==> src/include/hbb_regs.svh <==
`ifndef HBB_REGS_SVH
`define HBB_REGS_SVH

// -----------------------------------------------------------------------------
// Clock and timing
// -----------------------------------------------------------------------------
`define HBB_CLK_HZ        40000000
`define HBB_BOOT_SETTLE   2'h3

// -----------------------------------------------------------------------------
// DMA FIFO and burst shape
// -----------------------------------------------------------------------------
`define HBB_FIFO_BYTES    96
`define HBB_FIFO_WORDS    (`HBB_FIFO_BYTES / 4)
`define HBB_WORD_W        32
`define HBB_CNT_W         5
`define HBB_BURST_BEATS   5'h04
`define HBB_CONT_THRESH   5'h08
`define HBB_FULL_LOAD     5'h10
`define HBB_LAST_BEAT     2'h3
`define HBB_MAX_BURSTS    3'h4
`define HBB_BEAT_STEP     32'h0000_0004
`define HBB_ALIGN_MASK    32'hffff_fff0

// -----------------------------------------------------------------------------
// Pin codes and reset values
// -----------------------------------------------------------------------------
`define HBB_IP_RESET      32'h0000_0000
`define HBB_RW_WRITE      1'h0
`define HBB_SIZE_LONG     2'h0
`define HBB_BE_ALL_ON     2'h0
`define HBB_FAR_BIT       31

// -----------------------------------------------------------------------------
// Synchroniser vector layout
// -----------------------------------------------------------------------------
`define HBB_SYNC_W        10
`define HBB_S_STYLE       9
`define HBB_S_BIGEND      8
`define HBB_S_VARIANT     7
`define HBB_S_GRANT       6
`define HBB_S_AUTO_N      5
`define HBB_S_GP_HI       4
`define HBB_S_GP_LO       1
`define HBB_S_TEST        0

`endif

==> src/include/hbb_pkg.sv <==
`default_nettype none
`include "hbb_regs.svh"

package hbb_pkg;

  // Bus master sequencing
  typedef enum logic [1:0] {HBB_B_IDLE, HBB_B_REQ, HBB_B_BEAT, HBB_B_REL} hbb_bus_st_t;

  // Instruction pointer sequencing
  typedef enum logic [1:0] {HBB_I_BOOT, HBB_I_WAIT, HBB_I_RUN, HBB_I_HALT} hbb_ip_st_t;

  // Host bus master outputs
  typedef struct packed {
    logic                    bus_req;
    logic                    beat_valid;
    logic                    burst_start;
    logic                    rw;
    logic [1:0]              xfer_size;
    logic [1:0]              low_addr;
    logic [`HBB_WORD_W-1:0]  addr;
    logic [`HBB_WORD_W-1:0]  data;
    logic                    far_mem;
  } hbb_bus_t;

  // Host write to the instruction pointer
  typedef struct packed {
    logic                    wr;
    logic [`HBB_WORD_W-1:0]  data;
  } hbb_ip_wr_t;

endpackage

`default_nettype wire

==> src/hdl/hbb_burst_if.sv <==
`timescale 1ns/1ps
`default_nettype none
`include "hbb_regs.svh"

// -----------------------------------------------------------------------------
// Word FIFO with registered flags
// -----------------------------------------------------------------------------
module hbb_fifo #(
  parameter int W = 32,
  parameter int D = 24
) (
  // Clock and reset
  input  wire logic                   clk_i,
  input  wire logic                   reset_n_i,
  input  wire logic                   clk_en_i,
  // Fill side
  input  wire logic                   in_valid_i,
  input  wire logic [W-1:0]           in_data_i,
  output logic                        in_ready_o,
  // Drain side
  output logic                        out_valid_o,
  input  wire logic                   out_ready_i,
  output logic [W-1:0]                out_data_o,
  output logic [$clog2(D+1)-1:0]      count_o
);
  localparam int AW = $clog2(D);
  localparam int CW = $clog2(D+1);

  typedef struct packed {
    logic [D-1:0][W-1:0] mem;
    logic [AW-1:0]       wptr;
    logic [AW-1:0]       rptr;
    logic [CW-1:0]       cnt;
    logic                in_rdy;
  } hbb_fifo_st_t;

  hbb_fifo_st_t s_reg;
  hbb_fifo_st_t s_next;
  logic         push;
  logic         pop;

  // Handshakes on both sides
  assign push = in_valid_i && s_reg.in_rdy;
  assign pop  = out_ready_i && (s_reg.cnt != '0);

  // Pointer, storage and flag update
  always_comb begin
    s_next = s_reg;
    if (push) begin
      s_next.mem[s_reg.wptr] = in_data_i;
      s_next.wptr = (s_reg.wptr == AW'(D-1)) ? '0 : AW'(s_reg.wptr + 1'b1);
    end
    if (pop) begin
      s_next.rptr = (s_reg.rptr == AW'(D-1)) ? '0 : AW'(s_reg.rptr + 1'b1);
    end
    s_next.cnt    = CW'(s_reg.cnt + CW'(push) - CW'(pop));
    s_next.in_rdy = (s_next.cnt < CW'(D));
  end

  always_ff @(posedge clk_i or negedge reset_n_i) begin
    if (!reset_n_i) begin
      s_reg <= '{mem: '0, wptr: '0, rptr: '0, cnt: '0, in_rdy: 1'b1};
    end else if (clk_en_i) begin
      s_reg <= s_next;
    end
  end

  assign in_ready_o  = s_reg.in_rdy;
  assign out_valid_o = (s_reg.cnt != '0);
  assign out_data_o  = s_reg.mem[s_reg.rptr];
  assign count_o     = s_reg.cnt;
endmodule

// -----------------------------------------------------------------------------
// Host burst bus interface
// -----------------------------------------------------------------------------
module hbb_burst_if (
  // Clock, reset, enable
  input  wire logic                    clk_i,
  input  wire logic                    reset_n_i,
  input  wire logic                    clk_en_i,
  // Bus mode pins
  input  wire logic                    bus_style_i,
  input  wire logic                    big_endian_i,
  input  wire logic                    proc_variant_i,
  // Host bus arbitration and master outputs
  input  wire logic                    bus_grant_i,
  output hbb_pkg::hbb_bus_t            bus_o,
  // DMA data fill and start address
  input  wire logic                    wr_valid_i,
  input  wire logic [`HBB_WORD_W-1:0]  wr_data_i,
  output logic                         wr_ready_o,
  input  wire logic                    addr_ld_i,
  input  wire logic [`HBB_WORD_W-1:0]  addr_ld_data_i,
  // Instruction pointer and fetch control
  input  wire logic                    auto_start_n_i,
  input  wire hbb_pkg::hbb_ip_wr_t     ip_wr_i,
  input  wire logic                    fetch_adv_i,
  input  wire logic                    irq_cond_i,
  output logic [`HBB_WORD_W-1:0]       ip_o,
  output logic                         fetch_run_o,
  // General purpose pins
  input  wire logic [3:0]              gp_in_i,
  output logic [3:0]                   gp_in_o,
  input  wire logic                    gp_wr_i,
  input  wire logic                    gp_wdata_i,
  output logic                         gp_out_o,
  // Connectivity test
  input  wire logic                    test_in_i,
  output logic                         test_out_o
);
  import hbb_pkg::*;

  typedef struct packed {
    logic [`HBB_SYNC_W-1:0]  sync1;
    logic [`HBB_SYNC_W-1:0]  sync2;
    hbb_bus_st_t             st;
    logic [1:0]              beat;
    logic [2:0]              bursts;
    logic [2:0]              quota;
    logic [`HBB_WORD_W-1:0]  addr;
    hbb_bus_t                bus;
    hbb_ip_st_t              ip_st;
    logic [1:0]              boot_cnt;
    logic [`HBB_WORD_W-1:0]  ip;
    logic                    run;
    logic [3:0]              gp_in;
    logic                    gp_out;
    logic                    test_out;
  } hbb_top_st_t;

  hbb_top_st_t             s_reg;
  hbb_top_st_t             s_next;
  logic                    fifo_pop;
  logic                    fifo_valid;
  logic [`HBB_WORD_W-1:0]  fifo_data;
  logic [`HBB_CNT_W-1:0]   fifo_cnt;
  logic [`HBB_CNT_W-1:0]   rem;
  logic                    be_mode;
  logic                    cont;

  // ---------------------------------------------------------------------------
  // DMA FIFO
  // ---------------------------------------------------------------------------
  hbb_fifo #(
    .W (`HBB_WORD_W),
    .D (`HBB_FIFO_WORDS)
  ) u_fifo (
    .clk_i       (clk_i),
    .reset_n_i   (reset_n_i),
    .clk_en_i    (clk_en_i),
    .in_valid_i  (wr_valid_i),
    .in_data_i   (wr_data_i),
    .in_ready_o  (wr_ready_o),
    .out_valid_o (fifo_valid),
    .out_ready_i (fifo_pop),
    .out_data_o  (fifo_data),
    .count_o     (fifo_cnt)
  );

  // ---------------------------------------------------------------------------
  // Mode decode and continuation decision
  // ---------------------------------------------------------------------------
  assign be_mode  = s_reg.sync2[`HBB_S_STYLE] && s_reg.sync2[`HBB_S_VARIANT];
  assign fifo_pop = (s_reg.st == HBB_B_BEAT) && fifo_valid;
  assign rem      = `HBB_CNT_W'(fifo_cnt - 1'b1);
  // Continue on eight left, or fill the quota set at grant
  assign cont     = (rem >= `HBB_CONT_THRESH) ||
                    ((3'(s_reg.bursts + 1'b1) < s_reg.quota) && (rem >= `HBB_BURST_BEATS));

  // ---------------------------------------------------------------------------
  // Next state
  // ---------------------------------------------------------------------------
  always_comb begin
    s_next = s_reg;
    // Two-flop pin synchronisers
    s_next.sync1 = {bus_style_i, big_endian_i, proc_variant_i, bus_grant_i,
                    auto_start_n_i, gp_in_i, test_in_i};
    s_next.sync2 = s_reg.sync1;
    s_next.bus.burst_start = 1'b0;
    s_next.bus.beat_valid  = 1'b0;

    // Start address load, forced to a line boundary
    if (addr_ld_i && (s_reg.st == HBB_B_IDLE)) begin
      s_next.addr = addr_ld_data_i & `HBB_ALIGN_MASK;
    end

    // Burst sequencing
    unique case (s_reg.st)
      HBB_B_IDLE: begin
        if (fifo_cnt >= `HBB_BURST_BEATS) begin
          s_next.bus.bus_req = 1'b1;
          s_next.st          = HBB_B_REQ;
        end
      end
      HBB_B_REQ: begin
        if (s_reg.sync2[`HBB_S_GRANT]) begin
          s_next.st     = HBB_B_BEAT;
          s_next.beat   = 2'h0;
          s_next.bursts = 3'h0;
          s_next.quota  = (fifo_cnt >= `HBB_FULL_LOAD) ? `HBB_MAX_BURSTS : 3'h1;
        end
      end
      HBB_B_BEAT: begin
        // One long word per clock, no per-word handshake
        s_next.bus.beat_valid  = 1'b1;
        s_next.bus.burst_start = (s_reg.beat == 2'h0);
        s_next.bus.addr        = s_reg.addr;
        s_next.bus.data        = s_reg.sync2[`HBB_S_BIGEND] ? fifo_data :
                                 {fifo_data[7:0], fifo_data[15:8], fifo_data[23:16], fifo_data[31:24]};
        s_next.addr            = s_reg.addr + `HBB_BEAT_STEP;
        s_next.beat            = 2'(s_reg.beat + 1'b1);
        if (s_reg.beat == `HBB_LAST_BEAT) begin
          s_next.bursts = 3'(s_reg.bursts + 1'b1);
          s_next.st     = cont ? HBB_B_BEAT : HBB_B_REL;
        end
      end
      HBB_B_REL: begin
        s_next.bus.bus_req = 1'b0;
        s_next.st          = HBB_B_IDLE;
      end
    endcase

    // Pin functions by mode
    s_next.bus.rw        = be_mode ? ~`HBB_RW_WRITE : `HBB_RW_WRITE;
    s_next.bus.xfer_size = be_mode ? `HBB_BE_ALL_ON : `HBB_SIZE_LONG;
    s_next.bus.low_addr  = be_mode ? `HBB_BE_ALL_ON : s_next.addr[1:0];
    s_next.bus.far_mem   = s_next.addr[`HBB_FAR_BIT];

    // Instruction pointer start-up and run control
    unique case (s_reg.ip_st)
      HBB_I_BOOT: begin
        s_next.boot_cnt = 2'(s_reg.boot_cnt + 1'b1);
        if (s_reg.boot_cnt == `HBB_BOOT_SETTLE) begin
          if (!s_reg.sync2[`HBB_S_AUTO_N]) begin
            s_next.ip    = `HBB_IP_RESET;
            s_next.run   = 1'b1;
            s_next.ip_st = HBB_I_RUN;
          end else begin
            s_next.ip_st = HBB_I_WAIT;
          end
        end
      end
      HBB_I_WAIT, HBB_I_HALT: begin
        if (ip_wr_i.wr) begin
          s_next.ip    = ip_wr_i.data;
          s_next.run   = 1'b1;
          s_next.ip_st = HBB_I_RUN;
        end
      end
      HBB_I_RUN: begin
        if (irq_cond_i) begin
          s_next.run   = 1'b0;
          s_next.ip_st = HBB_I_HALT;
        end else if (ip_wr_i.wr) begin
          s_next.ip = ip_wr_i.data;
        end else if (fetch_adv_i) begin
          s_next.ip = s_reg.ip + `HBB_BEAT_STEP;
        end
      end
    endcase

    // General purpose pins and AND tree
    s_next.gp_in    = s_reg.sync2[`HBB_S_GP_HI:`HBB_S_GP_LO];
    s_next.gp_out   = gp_wr_i ? gp_wdata_i : s_reg.gp_out;
    s_next.test_out = &s_reg.sync2;
  end

  // ---------------------------------------------------------------------------
  // State register
  // ---------------------------------------------------------------------------
  always_ff @(posedge clk_i or negedge reset_n_i) begin
    if (!reset_n_i) begin
      s_reg <= '{sync1: '0, sync2: '0, st: HBB_B_IDLE, beat: '0, bursts: '0, quota: '0,
                 addr: '0, bus: '0, ip_st: HBB_I_BOOT, boot_cnt: '0, ip: `HBB_IP_RESET,
                 run: 1'b0, gp_in: '0, gp_out: 1'b0, test_out: 1'b0};
    end else if (clk_en_i) begin
      s_reg <= s_next;
    end
  end

  // Outputs straight from the state register
  assign bus_o       = s_reg.bus;
  assign ip_o        = s_reg.ip;
  assign fetch_run_o = s_reg.run;
  assign gp_in_o     = s_reg.gp_in;
  assign gp_out_o    = s_reg.gp_out;
  assign test_out_o  = s_reg.test_out;
endmodule

`default_nettype wire

==> config.mk <==
export PLATFORM = sky130hd
export DESIGN_NAME = hbb_burst_if
export DESIGN_NICKNAME = d
export VERILOG_FILES = /design/src/include/hbb_pkg.sv /design/src/hdl/hbb_burst_if.sv
export VERILOG_INCLUDE_DIRS = /design/src /design/src/include
export SDC_FILE = /design/constraint.sdc
export NUM_CORES = 1
export LEC_CHECK = 0
export BUFFER_PORTS_ARGS = -buffer_cell sky130_fd_sc_hd__buf_2
export CAP_MARGIN = 5
export CORE_MARGIN = 2
export CORE_UTILIZATION = 55
export CTS_CLUSTER_SIZE = 12
export DETAILED_ROUTE_END_ITERATION = 10
export PLACE_DENSITY = 0.81
export SETUP_SLACK_MARGIN = 0.05
export SLEW_MARGIN = 15
export SYNTH_ARGS = -nofsm -noshare
export SYNTH_HDL_FRONTEND = slang
export SYNTH_SLANG_ARGS = --single-unit
export TNS_END_PERCENT = 5
==> constraint.sdc <==
create_clock -name clk_i -period 4.04 [get_ports clk_i]
set_input_delay 0.202 -clock clk_i [delete_from_list [all_inputs] [get_ports clk_i]]
set_output_delay 0.202 -clock clk_i [all_outputs]
set_load 0.02 [all_outputs]
==> summary.txt <==
Clocking
  – Number of CTS-inserted buffers: 98
  – Total number of clock tree sinks: 958
  – Buffers inserted during post-CTS setup optimization: 0
  – Number of buffers added to fix hold violations after cts: 73
  – Resized cells post-CTS: 0
  – Clock tree from TritonCTS: built
  – Clock-pin slew reported for the worst setup and hold paths after clock tree synthesis: 0.06 ns
  – Clock root buffer: sky130_fd_sc_hd__clkbuf_16
  – Worst-Skew Late Latency: 0.68 ns
  – Number of H-tree branching levels: 3
  – Maximum clock insertion buffer count: 3

Timing
  – Max Clk Rate: 308 MHz
  – Worst-margin pin slew: 1.00 ns
  – Final count of hold timing violations: 0
  – Number of pins exceeding their max-slew limit in the final report: 0
  – Worst slew margin relative to its limit: 0.331
  – Final setup violation count: 0
  – Final-layout setup total negative slack: 0 ns
  – Final critical path time including I/O delays and setup: 3.25 ns
  – Unrepaired setup endpoints after global routing: no
  – Worst-case clock skew: 0.0301 ns
  – Final cycle utilization of the critical path: 0.804

Placed design
  – Instance count after placement with tap cells included: 4580
  – DPL Wire Length: 74400 um
  – Port bufs: 222
  – Final weighted congestion in routability-driven placement: 0.904

Worst setup path
  – Worst setup EP type: register
  – Data required time at the worst endpoint: 4.60 ns
  – Kind of start point of the critical path: register
  – Buffering stage count on the worst path with inverters included: 1
  – Worst path max stage delay: 1.09 ns
  – Top cell family by delay on the critical path: flip-flops
  – Standard cell with the maximum stage delay on the critical path: sky130_fd_sc_hd__dfrtp_4
  – Maximum net fanout on the critical path: 40
  – WS Path Type: reg2reg
  – Cells traversed along the worst timing path: and2_2 > buf_12 > a22oi_1 > a31oi_1 > a41oi_1 > o31a_1
  – Worst Path Arrival: 3.80 ns

Worst hold path
  – Min-Delay Path Class: in2reg

Drt
  – Wirelength per Cell: 24.8 um
  – Pre-Repair DR Iteration Count: 6
  – Count of nets left with antenna violations after detail routing: 0
  – Drt via density: 6.32
  – Number of DRC violations after detailed routing: 0
  – Detailed-route via count: 30476
  – Wirelength, routed: 120000 um
  – DRC violation total after the first TritonRoute iteration: 2753

Power
  – Peak supply drop: 0.450 mV
  – LEAKAGE: 0.0236 uW
  – Power density normalized to cell area: 722 nW/um^2

Job
  – MaxCap Viol Count: 0

Floorplanning
  – Boundary Pins: 229
  – Die Y: 292 um
  – Horizontal die dimension: 292 um
  – Number of core rows: 105
  – Floorplan die area: 85100 um^2
  – CORE AREA: 82000 um^2
  – Initial Utilization: 0.556

Synth
  – Seq/Total Area, Yosys: 0.526
  – Netlist area before placement: 45500 um^2
  – Predominant post-synthesis flop cell: sky130_fd_sc_hd__dfrtp_1
  – Syn Inst Count: 3583
  – Count of unique library cells instantiated by Yosys: 70
  – Number of warnings issued by yosys: 0
  – Fraction of registers with async set or reset after synthesis: 1.00
  – Count of flip-flops with a built-in enable after synthesis: 0
  – Post-Syn Area per Cell: 12.7 um^2
  – Number of synthesized register bits: 958

GRT
  – Global-route wire length before repair: 186000 um
  – Initial antenna violation count: 3
  – Largest net degree at the start of global routing: 139
  – GRT Overall Usage: 0.281
  – Via count of the first global-routing pass: 31458
  – Total global routing overflow: 0
  – Met1 routing resource usage after global routing: 0.367
  – Met3 track demand over resource: 0.0600
  – GRT Max-Usage Layer: met2
  – Met2 Usage GRT: 0.456

Outcome
  – Outcome: finished, final reports clean

Finish
  – Largest register FFs: 778
  – Synth-to-layout area growth: 12.3%
  – Share of final-layout standard cells stronger than drive strength 1: 0.368
  – Non-filler instance count after layout: 4820
  – Number of inserted filler cells in the final layout: 5864
  – NumNets Final: 3824
==> tightest hold or removal path, stage by stage <==
cell                      delay, ns
sky130_fd_sc_hd__buf_2         0.09
sky130_fd_sc_hd__and2_1        0.15
sky130_fd_sc_hd__ha_1          0.14
sky130_fd_sc_hd__nand2_1       0.04
sky130_fd_sc_hd__o21ai_0       0.06
==> report_power, final <==
part	internal [uW]	switching, uW	leakage [uW]
clock network	4970	3750	0.00151
registers	12900	2410	0.0126
logic	5940	7020	0.00949
==> per-stage QoR <==
stage	area, um^2	power, uW	setup WS, ns	hold WS [ns]	util
floorplan	45500	24100	1.39	-0.0936	-
global route	51100	38700	0.598	0.0859	0.624
global placement	47300	27400	0.938	0.234	0.577
CTS	51100	36800	0.860	0.0134	0.624
detailed placement	47300	27900	0.880	0.237	0.577
finish	51100	36900	0.791	0.0374	0.624
==> layer usage <==
metal | vias up | part of all wire
met4 | 4 | 0.040
met5 | - | 0.00028
met1 | 15809 | 0.41
li1 | 13090 | -
met3 | 315 | 0.074
met2 | 1258 | 0.48
==> layout make-up <==
class | instances | area, um^2 | share of cell area
tap | 1070 | 1340 | 0.0262
clock buffer | 148 | 2880 | 0.0563
sequential | 958 | 24000 | 0.469
timing repair buffer | 401 | 3020 | 0.0591
clock inverter | 18 | 213 | 0.00416
multi-input combinational | 2187 | 19600 | 0.382
inverter | 37 | 139 | 0.00272
antenna | 1 | 2.50 | 0.0000489
==> layout by cell type, fill, tap and decap left out, types with 26 or more instances in the layout <==
cell,synthesis,final
sky130_fd_sc_hd__dfrtp_1,957,954
sky130_fd_sc_hd__mux2_2,798,798
sky130_fd_sc_hd__mux2i_1,260,260
sky130_fd_sc_hd__buf_2,115,221
sky130_fd_sc_hd__nand2_1,189,188
sky130_fd_sc_hd__a22oi_1,121,121
sky130_fd_sc_hd__o21ai_0,101,100
sky130_fd_sc_hd__nand3_1,99,99
sky130_fd_sc_hd__clkbuf_16,0,98
sky130_fd_sc_hd__a21oi_1,97,97
sky130_fd_sc_hd__nor2_1,116,88
sky130_fd_sc_hd__buf_4,118,76
sky130_fd_sc_hd__dlygate4sd3_1,0,73
sky130_fd_sc_hd__mux4_2,64,64
sky130_fd_sc_hd__a31oi_1,42,42
sky130_fd_sc_hd__inv_1,37,37
sky130_fd_sc_hd__buf_12,0,30
sky130_fd_sc_hd__nor2_4,0,28
sky130_fd_sc_hd__clkbuf_1,157,26
==> kinds of logic (layout without fill, tap and decap cells) <==
| kind of cell | after synthesis | in the layout | share of synthesized area |
|---|---|---|---|
| AOI/OAI and AO/OA | 511 | 511 | 0.0753 |
| xor gates and xnor gates | 16 | 16 | 0.00308 |
| buffers and inverters | 439 | 604 | 0.0499 |
| muxes | 1122 | 1122 | 0.286 |
| and+or+nand+nor | 511 | 511 | 0.0521 |
| other | 1 | 3 | 0.0000823 |
| adders and majority gates | 25 | 25 | 0.00703 |
| DFF | 958 | 958 | 0.526 |
==> final timing paths <==
kind                            startpoint                 to  slack [ns]  cells after the start
max reg2reg                u_fifo.s_reg[6]          bus_o[20]        0.79                      6
min in group asynchronous        reset_n_i           ip_o[22]        0.12                      2
min reg2reg                      bus_o[53]          bus_o[53]        0.47                      2
min                             wr_valid_i  u_fifo.count_o[0]        0.04                      5
max in group asynchronous        reset_n_i  u_fifo.s_reg[236]        2.67                      3
max                        u_fifo.s_reg[6]          bus_o[20]        0.79                      6
==> synthesized netlist by cell type (10+ instances only) <==
cell                       instances  area (um^2)
sky130_fd_sc_hd__o21ai_0         101          505
sky130_fd_sc_hd__mux2i_1         260         2600
sky130_fd_sc_hd__a31oi_1          42          263
sky130_fd_sc_hd__xnor2_1          12          105
sky130_fd_sc_hd__buf_4           118          886
sky130_fd_sc_hd__dfrtp_1         957        23900
sky130_fd_sc_hd__mux2_2          798         8990
sky130_fd_sc_hd__buf_2           115          576
sky130_fd_sc_hd__mux4_2           64         1440
sky130_fd_sc_hd__and4_1           10         87.6
sky130_fd_sc_hd__a22oi_1         121          908
sky130_fd_sc_hd__inv_1            37          139
sky130_fd_sc_hd__clkbuf_1        157          589
sky130_fd_sc_hd__ha_1             24          300
sky130_fd_sc_hd__and3_1           16          100
sky130_fd_sc_hd__a41oi_1          20          175
sky130_fd_sc_hd__nand2_1         189          709
sky130_fd_sc_hd__a22o_1           25          219
sky130_fd_sc_hd__o31a_1           18          158
sky130_fd_sc_hd__a21oi_1          97          485
sky130_fd_sc_hd__nor2_1          116          435
sky130_fd_sc_hd__nand3_1          99          495
sky130_fd_sc_hd__nand4_1          17          106
sky130_fd_sc_hd__nor3_1           11         55.1
sky130_fd_sc_hd__o21a_1           18          135
(Power assumes the default switching activity.)
